==> config.mk <==
export PLATFORM = sky130hd
export DESIGN_NAME = pixclk_ctrl
export DESIGN_NICKNAME = d
export VERILOG_FILES = /design/src/rtl/pixclk_pkg.sv /design/src/rtl/pix_buffer.sv /design/src/rtl/pixclk_ctrl.sv
export VERILOG_INCLUDE_DIRS = /design/src /design/src/rtl
export SDC_FILE = /design/constraint.sdc
export NUM_CORES = 1
export LEC_CHECK = 0
export BUFFER_PORTS_ARGS = -buffer_cell sky130_fd_sc_hd__buf_2
export CAP_MARGIN = 20
export CORE_UTILIZATION = 35
export DETAILED_ROUTE_END_ITERATION = 10
export GPL_ROUTABILITY_DRIVEN = 0
export PLACE_DENSITY_LB_ADDON = 0.08
export SLEW_MARGIN = 20
export SYNTH_ARGS = -nofsm -noshare
export SYNTH_HDL_FRONTEND = slang
export SYNTH_SLANG_ARGS = --single-unit
==> constraint.sdc <==
create_clock -name clk_i -period 2.88 [get_ports clk_i]
set_input_delay 0.576 -clock clk_i [delete_from_list [all_inputs] [get_ports clk_i]]
set_output_delay 0.576 -clock clk_i [all_outputs]
set_load 0.02 [all_outputs]
==> src/rtl/pixclk_consts.svh <==
// Constants for the pixel clock, sync and power control block.
// Behaviour
// RQ1 - Host programs loop divisor only within 221 to 4095.
// RQ2 - Oscillator output is divided by programmed divisor plus one.
// RQ3 - Divided clock is phase compared with sync; error steers oscillator.
// RQ4 - Two-bit band select picks one of four oscillator ranges.
// RQ5 - Three-bit pump select maps to eight drive currents, 50 to 1500 uA.
// RQ6 - Five-bit phase shifts sampling clock in 32 steps of 11.25 degrees.
// RQ7 - Sync output carries the same phase shift as sampling clock.
// RQ8 - While hold is asserted, reference is cut and oscillator free-runs.
// RQ9 - Without auto detect, host sets sync and hold polarity to match inputs.
// RQ10 - Full power if bit set and sync seen, seek if none, else down.
// RQ11 - Power-down bit overrides automatic activity-based power choice.
// RQ12 - Sync detect is OR of activity status bits 7, 4 and 1.
// RQ13 - Seek and down power only bus, detectors, slicer and bandgap.
// RQ14 - Data clock rising edge falls between output data transitions.
// RQ15 - Pipeline shows four sets before valid data; receiver discards them.
// RQ16 - Input sync polarity found; output polarity chosen by control bit 5.
// RQ17 - Sync output is aligned with data clock and data outputs; code changes sync on data clock rising edges, data on falling edges.
// RQ18 - Sync output stays active for programmed width in pixel clocks.
// RQ19 - With continuous sync, hold input is tied inactive.
// RQ20 - Reference sync lies between 15 and 110 kHz.
// RQ21 - Divisor bits 11:4 in first register, bits 3:0 in upper nibble of second.
// RQ22 - Band select in bits 7:6, pump current in bits 5:3 of loop config.
// RQ23 - Output polarity bit 0 gives active-high, 1 gives active-low.
// RQ24 - On hold release, phase comparison resumes and lock is reacquired.
`ifndef PIXCLK_CONSTS_SVH
`define PIXCLK_CONSTS_SVH
`define REG_DIV_HIGH     8'h01
`define REG_DIV_LOW      8'h02
`define REG_LOOP_CFG     8'h03
`define REG_PHASE        8'h04
`define REG_SYNC_WIDTH   8'h07
`define REG_SYNC_CTRL    8'h0e
`define REG_POWER_CTRL   8'h0f
`define REG_ACTIVITY     8'h14
`define RST_DIV_HIGH     8'h69
`define RST_DIV_LOW      8'hd0
`define RST_LOOP_CFG     8'h48
`define RST_PHASE        8'h80
`define RST_SYNC_WIDTH   8'h20
`define RST_SYNC_CTRL    8'h40
`define RST_POWER_CTRL   8'h02
`define BIT_OUT_POL      5
`define BIT_IN_POL       6
`define BIT_POL_OVR      7
`define BIT_HOLD_POL     3
`define BIT_PWR          1
`define PIPE_SETS        4
`define PHASE_STEPS      32
`endif

==> src/rtl/pixclk_pkg.sv <==
// Types shared by the pixel clock control block.
package pixclk_pkg;
   typedef enum logic [1:0] {
      PWR_DOWN = 2'b00,
      PWR_SEEK = 2'b01,
      PWR_FULL = 2'b11
   } power_state_t;
   typedef logic [7:0] reg8_t;
endpackage

==> src/rtl/pix_buffer.sv <==
// Two-entry valid/ready buffer carrying output data words.
`timescale 1ns/10ps
module pix_buffer
   import pixclk_pkg::*;
(
   input  wire logic       clk_i,
   input  wire logic       rst_n_i,
   input  wire logic       in_valid_i,
   output logic            in_ready_o,
   input  wire logic [8:0] in_data_i,
   output logic            out_valid_o,
   input  wire logic       out_ready_i,
   output logic [8:0]      out_data_o
);
   logic [8:0] mem_ff [2];
   logic       wr_ptr_ff;
   logic       rd_ptr_ff;
   logic [1:0] count_ff;
   logic       push;
   logic       pop;

   assign in_ready_o  = (count_ff != 2'h2);
   assign out_valid_o = (count_ff != 2'h0);
   assign out_data_o  = mem_ff[rd_ptr_ff];
   assign push        = in_valid_i && in_ready_o;
   assign pop         = out_valid_o && out_ready_i;

   always_ff @(posedge clk_i or negedge rst_n_i) begin
      if (!rst_n_i) begin
         mem_ff[0] <= 9'h000;
         mem_ff[1] <= 9'h000;
      end else if (push) begin
         mem_ff[wr_ptr_ff] <= in_data_i;
      end
   end

   always_ff @(posedge clk_i or negedge rst_n_i) begin
      if (!rst_n_i) begin
         wr_ptr_ff <= 1'b0;
         rd_ptr_ff <= 1'b0;
         count_ff  <= 2'h0;
      end else begin
         if (push) begin
            wr_ptr_ff <= ~wr_ptr_ff;
         end
         if (pop) begin
            rd_ptr_ff <= ~rd_ptr_ff;
         end
         count_ff <= count_ff + {1'b0, push} - {1'b0, pop};
      end
   end

   no_overflow_a: assert property (@(posedge clk_i) disable iff (!rst_n_i)
      count_ff <= 2'h2) else $error("Buffer count exceeds two.");
endmodule

==> src/rtl/pixclk_ctrl.sv <==
// Pixel clock loop control, sync output conditioning and power state logic.
`timescale 1ns/10ps
`include "pixclk_consts.svh"
module pixclk_ctrl
   import pixclk_pkg::*;
(
   input  wire logic       clk_i,
   input  wire logic       rst_n_i,
   input  wire logic       reg_wr_i,
   input  wire logic       reg_rd_i,
   input  wire logic [7:0] reg_addr_i,
   input  wire logic [7:0] reg_wdata_i,
   output logic [7:0]      reg_rdata_o,
   input  wire logic       hsync_i,
   input  wire logic       hold_i,
   input  wire logic       osc_tick_i,
   input  wire logic [7:0] activity_i,
   input  wire logic [7:0] pixel_i,
   output logic            pixel_valid_o,
   input  wire logic       pixel_ready_i,
   output logic [7:0]      pixel_o,
   output logic            sync_out_o,
   output logic            pixel_data_clock_o,
   output logic [11:0]     divisor_o,
   output logic [1:0]      oscillator_band_field_o,
   output logic [2:0]      pump_current_o,
   output logic [4:0]      phase_o,
   output logic            freq_up_o,
   output logic            freq_down_o,
   output logic            loop_held_o,
   output logic [1:0]      power_state_o,
   output logic            core_power_o,
   output logic            always_on_power_o
);
   reg8_t        div_high_ff;
   reg8_t        div_low_ff;
   reg8_t        loop_cfg_ff;
   reg8_t        phase_ff;
   reg8_t        sync_width_ff;
   reg8_t        sync_ctrl_ff;
   reg8_t        power_ctrl_ff;
   reg8_t        activity_ff;
   logic [11:0]  vco_cnt_ff;
   logic         hs_d_ff;
   logic         hs_pol_ff;
   logic [11:0]  hs_high_ff;
   logic [11:0]  hs_low_ff;
   logic         hs_act;
   logic         hs_act_pol;
   logic         hs_rise;
   logic         held;
   logic         div_wrap;
   logic [4:0]   phase_cnt_ff;
   logic         shift_pend_ff;
   logic         sync_pulse;
   logic [7:0]   width_cnt_ff;
   logic         sync_act_ff;
   logic         up_ff;
   logic         down_ff;
   logic         ref_armed_ff;
   logic [2:0]   flush_cnt_ff;
   logic         dclk_ff;
   logic         buf_in_ready;
   logic [8:0]   buf_out;
   power_state_t pwr_ff;
   power_state_t nxt_pwr;
   logic         sync_seen;

   // Register write address decode is shared by every register process.
   function automatic logic hit(input logic [7:0] a, input logic [7:0] target);
      hit = reg_wr_i && (a == target);
   endfunction

   always_ff @(posedge clk_i or negedge rst_n_i) begin
      if (!rst_n_i) begin
         div_high_ff   <= `RST_DIV_HIGH;
         div_low_ff    <= `RST_DIV_LOW;
         loop_cfg_ff   <= `RST_LOOP_CFG;
         phase_ff      <= `RST_PHASE;
         sync_width_ff <= `RST_SYNC_WIDTH;
         sync_ctrl_ff  <= `RST_SYNC_CTRL;
         power_ctrl_ff <= `RST_POWER_CTRL;
      end else begin
         if (hit(reg_addr_i, `REG_DIV_HIGH))
            div_high_ff <= reg_wdata_i;
         if (hit(reg_addr_i, `REG_DIV_LOW))
            div_low_ff <= {reg_wdata_i[7:4], 4'h0};
         if (hit(reg_addr_i, `REG_LOOP_CFG))
            loop_cfg_ff <= {reg_wdata_i[7:3], 3'h0};
         if (hit(reg_addr_i, `REG_PHASE))
            phase_ff <= {reg_wdata_i[7:3], 3'h0};
         if (hit(reg_addr_i, `REG_SYNC_WIDTH))
            sync_width_ff <= reg_wdata_i;
         if (hit(reg_addr_i, `REG_SYNC_CTRL))
            sync_ctrl_ff <= reg_wdata_i;
         if (hit(reg_addr_i, `REG_POWER_CTRL))
            power_ctrl_ff <= reg_wdata_i;
      end
   end

   // Activity bits are sticky; a write of one clears a bit, but a new event wins.
   always_ff @(posedge clk_i or negedge rst_n_i) begin
      if (!rst_n_i) begin
         activity_ff <= 8'h00;
      end else if (hit(reg_addr_i, `REG_ACTIVITY)) begin
         activity_ff <= (activity_ff & ~reg_wdata_i) | activity_i;
      end else begin
         activity_ff <= activity_ff | activity_i;
      end
   end

   always_comb begin
      case (reg_addr_i)
         `REG_DIV_HIGH:   reg_rdata_o = div_high_ff;
         `REG_DIV_LOW:    reg_rdata_o = div_low_ff;
         `REG_LOOP_CFG:   reg_rdata_o = loop_cfg_ff;
         `REG_PHASE:      reg_rdata_o = phase_ff;
         `REG_SYNC_WIDTH: reg_rdata_o = sync_width_ff;
         `REG_SYNC_CTRL:  reg_rdata_o = sync_ctrl_ff;
         `REG_POWER_CTRL: reg_rdata_o = power_ctrl_ff;
         `REG_ACTIVITY:   reg_rdata_o = activity_ff;
         default:         reg_rdata_o = 8'h00;
      endcase
      if (!reg_rd_i) begin
         reg_rdata_o = 8'h00;
      end
   end

   assign divisor_o               = {div_high_ff, div_low_ff[7:4]}; // RQ21
   assign oscillator_band_field_o = loop_cfg_ff[7:6]; // RQ4 RQ22
   assign pump_current_o          = loop_cfg_ff[5:3]; // RQ5 RQ22
   assign phase_o                 = phase_ff[7:3]; // RQ6

   // Polarity is learned from which level dominates a line, since sync is short.
   always_ff @(posedge clk_i or negedge rst_n_i) begin
      if (!rst_n_i) begin
         hs_d_ff    <= 1'b0;
         hs_high_ff <= 12'h000;
         hs_low_ff  <= 12'h000;
         hs_pol_ff  <= 1'b1;
      end else begin
         hs_d_ff <= hsync_i;
         if (hsync_i && !hs_d_ff) begin
            hs_pol_ff  <= (hs_low_ff > hs_high_ff); // RQ16
            hs_high_ff <= 12'h000;
            hs_low_ff  <= 12'h000;
         end else if (hsync_i) begin
            hs_high_ff <= (hs_high_ff == 12'hfff) ? hs_high_ff : hs_high_ff + 12'h001;
         end else begin
            hs_low_ff <= (hs_low_ff == 12'hfff) ? hs_low_ff : hs_low_ff + 12'h001;
         end
      end
   end

   // The leading edge follows the effective polarity, learned or overridden.
   assign hs_act_pol = sync_ctrl_ff[`BIT_POL_OVR] ? sync_ctrl_ff[`BIT_IN_POL] : hs_pol_ff;
   assign hs_act     = (hsync_i == hs_act_pol); // RQ16
   assign hs_rise    = hs_act && (hs_d_ff != hs_act_pol);
   // Hold polarity bit chooses the asserted level of the hold input.
   assign held = (hold_i != sync_ctrl_ff[`BIT_HOLD_POL]); // RQ8 RQ19
   assign loop_held_o = held;

   assign div_wrap = osc_tick_i && (vco_cnt_ff == divisor_o);

   // Counter runs from 0 to the divisor, so the ratio is divisor plus one.
   always_ff @(posedge clk_i or negedge rst_n_i) begin
      if (!rst_n_i) begin
         vco_cnt_ff <= 12'h000;
      end else if (osc_tick_i) begin
         vco_cnt_ff <= div_wrap ? 12'h000 : vco_cnt_ff + 12'h001; // RQ2
      end
   end

   // Reference edge arms a window; the divided edge closes it. Early arrival means slow.
   always_ff @(posedge clk_i or negedge rst_n_i) begin
      if (!rst_n_i) begin
         up_ff        <= 1'b0;
         down_ff      <= 1'b0;
         ref_armed_ff <= 1'b0;
      end else if (held) begin
         up_ff        <= 1'b0; // RQ8
         down_ff      <= 1'b0;
         ref_armed_ff <= 1'b0; // RQ24
      end else begin
         up_ff   <= hs_rise && !div_wrap && !ref_armed_ff; // RQ3
         down_ff <= div_wrap && !hs_rise && ref_armed_ff; // RQ3
         if (hs_rise && !div_wrap) begin
            ref_armed_ff <= 1'b1;
         end else if (div_wrap) begin
            ref_armed_ff <= 1'b0;
         end
      end
   end
   assign freq_up_o   = up_ff;
   assign freq_down_o = down_ff;

   // Sync output is delayed by the phase setting in undivided oscillator ticks.
   always_ff @(posedge clk_i or negedge rst_n_i) begin
      if (!rst_n_i) begin
         phase_cnt_ff  <= 5'h00;
         shift_pend_ff <= 1'b0;
      end else if (hs_rise) begin
         phase_cnt_ff  <= phase_o; // RQ7
         shift_pend_ff <= 1'b1;
      end else if (shift_pend_ff && osc_tick_i) begin
         phase_cnt_ff  <= phase_cnt_ff - 5'h01;
         shift_pend_ff <= (phase_cnt_ff != 5'h00);
      end
   end
   assign sync_pulse = shift_pend_ff && osc_tick_i && (phase_cnt_ff == 5'h00);

   always_ff @(posedge clk_i or negedge rst_n_i) begin
      if (!rst_n_i) begin
         width_cnt_ff <= 8'h00;
         sync_act_ff  <= 1'b0;
      end else if (sync_pulse && (sync_width_ff != 8'h00)) begin
         width_cnt_ff <= sync_width_ff - 8'h01; // RQ18
         sync_act_ff  <= 1'b1;
      end else if (sync_act_ff && !dclk_ff) begin
         width_cnt_ff <= width_cnt_ff - 8'h01;
         sync_act_ff  <= (width_cnt_ff != 8'h00); // RQ18
      end
   end

   // Data clock toggles mid-cell; data words load on its falling edge, sync on its rising edge.
   always_ff @(posedge clk_i or negedge rst_n_i) begin
      if (!rst_n_i) begin
         dclk_ff <= 1'b0;
      end else if (pwr_ff == PWR_FULL) begin
         dclk_ff <= ~dclk_ff; // RQ14
      end else begin
         dclk_ff <= 1'b0;
      end
   end
   assign pixel_data_clock_o = dclk_ff;

   always_ff @(posedge clk_i or negedge rst_n_i) begin
      if (!rst_n_i) begin
         sync_out_o <= 1'b0;
      end else if (!dclk_ff) begin
         sync_out_o <= sync_act_ff ^ sync_ctrl_ff[`BIT_OUT_POL]; // RQ16 RQ17 RQ23
      end
   end

   // Flush counter marks the first sets as invalid; tag bit travels with the word.
   always_ff @(posedge clk_i or negedge rst_n_i) begin
      if (!rst_n_i) begin
         flush_cnt_ff <= 3'h0;
      end else if (pwr_ff != PWR_FULL) begin
         flush_cnt_ff <= 3'h0;
      end else if (dclk_ff && buf_in_ready && (flush_cnt_ff != `PIPE_SETS)) begin
         flush_cnt_ff <= flush_cnt_ff + 3'h1; // RQ15
      end
   end

   pix_buffer u_buf (
      .clk_i       (clk_i),
      .rst_n_i     (rst_n_i),
      .in_valid_i  (dclk_ff),
      .in_ready_o  (buf_in_ready),
      .in_data_i   ({flush_cnt_ff == `PIPE_SETS, pixel_i}),
      .out_valid_o (pixel_valid_o),
      .out_ready_i (pixel_ready_i),
      .out_data_o  (buf_out)
   );
   assign pixel_o = buf_out[7:0];

   assign sync_seen = activity_ff[7] | activity_ff[4] | activity_ff[1]; // RQ12

   always_comb begin
      case ({power_ctrl_ff[`BIT_PWR], sync_seen})
         2'b11:   nxt_pwr = PWR_FULL; // RQ10
         2'b10:   nxt_pwr = PWR_SEEK;
         default: nxt_pwr = PWR_DOWN; // RQ11
      endcase
   end

   always_ff @(posedge clk_i or negedge rst_n_i) begin
      if (!rst_n_i) begin
         pwr_ff <= PWR_SEEK;
      end else begin
         pwr_ff <= nxt_pwr;
      end
   end
   assign power_state_o     = pwr_ff;
   assign core_power_o      = (pwr_ff == PWR_FULL); // RQ13
   assign always_on_power_o = 1'b1; // RQ13

   power_override_a: assert property (@(posedge clk_i) disable iff (!rst_n_i)
      !power_ctrl_ff[`BIT_PWR] |=> pwr_ff == PWR_DOWN) else $error("Down bit ignored."); // RQ11
   power_full_a: assert property (@(posedge clk_i) disable iff (!rst_n_i)
      power_ctrl_ff[`BIT_PWR] && sync_seen |=> pwr_ff == PWR_FULL)
      else $error("Full power missed."); // RQ10
   core_gate_a: assert property (@(posedge clk_i) disable iff (!rst_n_i)
      pwr_ff != PWR_FULL |=> !dclk_ff) else $error("Core clock ran unpowered."); // RQ13
   div_ratio_a: assert property (@(posedge clk_i) disable iff (!rst_n_i)
      div_wrap |=> vco_cnt_ff == 12'h000) else $error("Divider wrap wrong."); // RQ2
   hold_quiet_a: assert property (@(posedge clk_i) disable iff (!rst_n_i)
      held |=> !up_ff && !down_ff) else $error("Loop steered during hold."); // RQ8
   pol_sel_a: assert property (@(posedge clk_i) disable iff (!rst_n_i)
      !dclk_ff && !sync_act_ff |=> sync_out_o == $past(sync_ctrl_ff[`BIT_OUT_POL]))
      else $error("Idle sync level wrong."); // RQ23
   sync_edge_a: assert property (@(posedge clk_i) disable iff (!rst_n_i)
      $changed(sync_out_o) |-> $past(!dclk_ff)) else $error("Sync not aligned."); // RQ17
   sync_det_a: assert property (@(posedge clk_i) disable iff (!rst_n_i)
      activity_i[4] |=> sync_seen) else $error("Activity lost."); // RQ12
   dclk_run_a: assert property (@(posedge clk_i) disable iff (!rst_n_i)
      pwr_ff == PWR_FULL ##1 pwr_ff == PWR_FULL |-> dclk_ff != $past(dclk_ff))
      else $error("Data clock stalled."); // RQ14
endmodule

==> impl_metrics.py <==
metrics = {
    "status": {
        "outcome": "finished, final reports clean",
    },
    "detailed_routing": {
        "vias": 5692,
        "drt_pass1_iterations": 4,
        "via_per_inst": 5.30,
        "remaining_drc_errors": 0,
        "ant_nets": 0,
        "routedWlPerCell_um": 18.2,
        "wl_um": 19500,
        "drtIter0Drc": 271,
    },
    "worst_hold_path": {
        "hold_class": "input port to async pin",
    },
    "floorplan": {
        "die_h_um": 147,
        "die_w_um": 147,
        "io_pins": 88,
        "core_sq_um": 20400,
        "rows": 52,
        "initial_core_util": 0.360,
        "die_area_sq_um": 21500,
    },
    "clock_network": {
        "htree_levels": 4,
        "postCtsHoldBufs": 0,
        "numCtsBuffers": 17,
        "clock_latency_ns": 0.42,
        "ctsLongestPathBuffers": 2,
        "clkTransAtPathRegs_ns": 0.07,
        "cts_root_buf": "clkbuf_16",
        "cts_tree": "done",
        "cts.sinks": 134,
    },
    "setup_path": {
        "crit_arrival_ns": 2.21,
        "r2r_start": "phase_cnt_ff[0]",
        "startpoint": "div_high_ff[6]",
        "path_class": "register to output port",
        "cp-end-kind": "output port",
        "worstPathRequired_ns": 2.30,
        "cp-start-kind": "register",
        "cp_max_fo": 3,
    },
    "final_layout": {
        "area_growth_pct": 19.6,
        "layout.nets": 851,
        "final_cell_count_no_fill": 1074,
        "fill_cells": 1939,
        "stdcell_area_sq_um": 8760,
        "drive_above_1_share": 0.316,
        "antennaDiodeCount": 0,
        "utilization": 0.430,
    },
    "placement": {
        "port_buffers": 86,
        "hpwl_um": 14500,
        "placed_cells": 1040,
        "placed_area_sq_um": 8140,
    },
    "synth": {
        "synthesis.area_sq_um": 7330,
        "async_flop_share": 1.00,
        "synth_ff_type": "dfrtp_1",
        "avgSynthCellArea_sq_um": 10.6,
        "synth.most_common_cell": "dfrtp_1",
        "synth-edff-count": 0,
        "yosys.area.top_type": "dfrtp_1",
        "ys_top_cells_by_count": "119 x dfrtp_1, 72 x mux2_2, 60 x nand2_1",
        "synth_top_area_frac": 0.406,
        "yosysWarnings": 0,
        "ys_seq_area_frac": 0.460,
        "synth_seq_cells": 134,
        "syn_inst": 690,
        "syn-num-nets": 750,
        "synth_cell_types": 70,
        "netlist_top_cells_area": "dfrtp_1 41%, mux2_2 11%, dfstp_2 5.4%, ha_1 3.4%, xnor2_1 3.3%",
    },
    "sta": {
        "slew_headroom": 0.459,
        "fin_crit_sh": 0.968,
        "max_freq_mhz": 359,
        "setup_viol": 0,
        "tightest_slew_ns": 0.805,
        "finalClockSkew_ns": 0.0104,
        "rsz0062_at_grt": "yes",
        "hold_viol": 0,
        "fin_crit_ns": 2.79,
        "drv_slew": 0,
    },
    "global_route": {
        "grt_max_degree": 55,
        "antenna_found_initial": 0,
        "grtUsageTotal": 0.189,
        "grt_pass1_wl_um": 31300,
        "grt_pass1_vias": 5628,
        "grt-ovfl-total": 0,
    },
    "power_and_ir_drop": {
        "powerDensity_nw_per_um2": 656,
        "power_leakage_nw": 3.93,
        "peakVddDrop_uv": 345,
        "finalPower_mw": 5.75,
    },
    "run": {
        "maxCapViolCount": 0,
    },
}
final timing paths:
check	endpoint	slack, ns	cells after the start
worst max register to register	width_cnt_ff[4]	0.28	10
worst min-delay path	u_buf.mem_ff[0]	0.08	1
min in group clk_i	activity_ff[1]	0.34	2
worst min register to register	power_state_o[0]	0.41	0
worst max-delay path	reg_rdata_o[6]	0.09	6
max in group asynchronous	hs_low_ff[1]	2.01	2
metal layers:
layer  share of wire  vias up  global-route usage  wire length [um]
li1                -     2728                   -                 -
met1            0.48     2806               0.264              9390
met2            0.47      137               0.294              9120
met3           0.037       21              0.0366               714
met4           0.015        0              0.0573               287
met5               0        -                   0                 0
where the power goes:
part	switching [mW]	internal [mW]	total, mW
clock	0.853	1.22	2.07
sequential	0.270	2.14	2.41
combinational	0.684	0.591	1.28
total	1.81	3.95	5.75
cell type report:
| class | count | area [sq um] | share of cell area |
|---|---|---|---|
| sequential | 134 | 3370 | 0.385 |
| inverter | 25 | 93.8 | 0.0107 |
| clock inverter | 14 | 125 | 0.0143 |
| multi-input combinational | 498 | 3730 | 0.426 |
| clock buffer | 18 | 439 | 0.0501 |
| timing repair buffer | 115 | 663 | 0.0757 |
| tap | 270 | 338 | 0.0385 |
state kept, by name (all words and copies together), names as in the netlist, 2 cells and up:
signal and count:
power_state_o 2, phase_ff 5, u_buf.mem_ff 16, vco_cnt_ff 12, width_cnt_ff 8, sync_ctrl_ff 8
activity_ff 8, div_high_ff 8, hs_high_ff 12, u_buf.count_ff 2, power_ctrl_ff 8, div_low_ff 4
hs_low_ff 12, phase_cnt_ff 5, sync_width_ff 8, loop_cfg_ff 5
cell families (layout without fill, tap and decap cells):
kind of cell	count (synthesis)	in the layout	share of synthesized area
AO/OA/AOI/OAI	112	112	0.106
XOR/XNOR	44	44	0.0526
adder cells (fa/ha/maj)	20	20	0.0342
buffers and inverters	58	172	0.0348
flip-flops	134	134	0.460
multiplexers	91	91	0.137
other	1	1	0.000512
AND/OR/NAND/NOR	230	230	0.175
cells in the final DEF (no fill, tap or decap), types with 20 or more instances in the layout:
cell type  instances
nor2_1            28
inv_1             25
nor3_1            23
buf_2             83
buf_4             29
mux2_2            72
o21ai_0           21
xnor2_1           28
nand2_1           60
a21oi_1           20
dfrtp_1          119
worst max-delay path, stage by stage (launching register included):
cell     delay, ns
dfstp_2       0.55
or4b_4        0.48
a21oi_4       0.14
nor4_2        0.07
nor4_2        0.28
buf_4         0.17
buf_6         0.11
metrics by stage:
stage / setup TNS (ns) / hold WS, ns / worst slack (ns)
after CTS: 0 / 0.0931 / 0.0146
final: 0 / 0.0796 / 0.0924
after global routing: -0.00457 / 0.102 / -0.00457
after detailed placement: 0 / 0.395 / 0.0239
after global placement: 0 / 0.396 / 0.0483
after floorplan: 0 / 0.280 / 0.127
repair_timing:
action	CTS	global route
endpoints found under the setup margin	1	4
resized for setup	0	10
setup buffers	0	2
pin swaps	1	2
gates cloned	0	0
No activity file was read; power rests on OpenSTA's default activity.
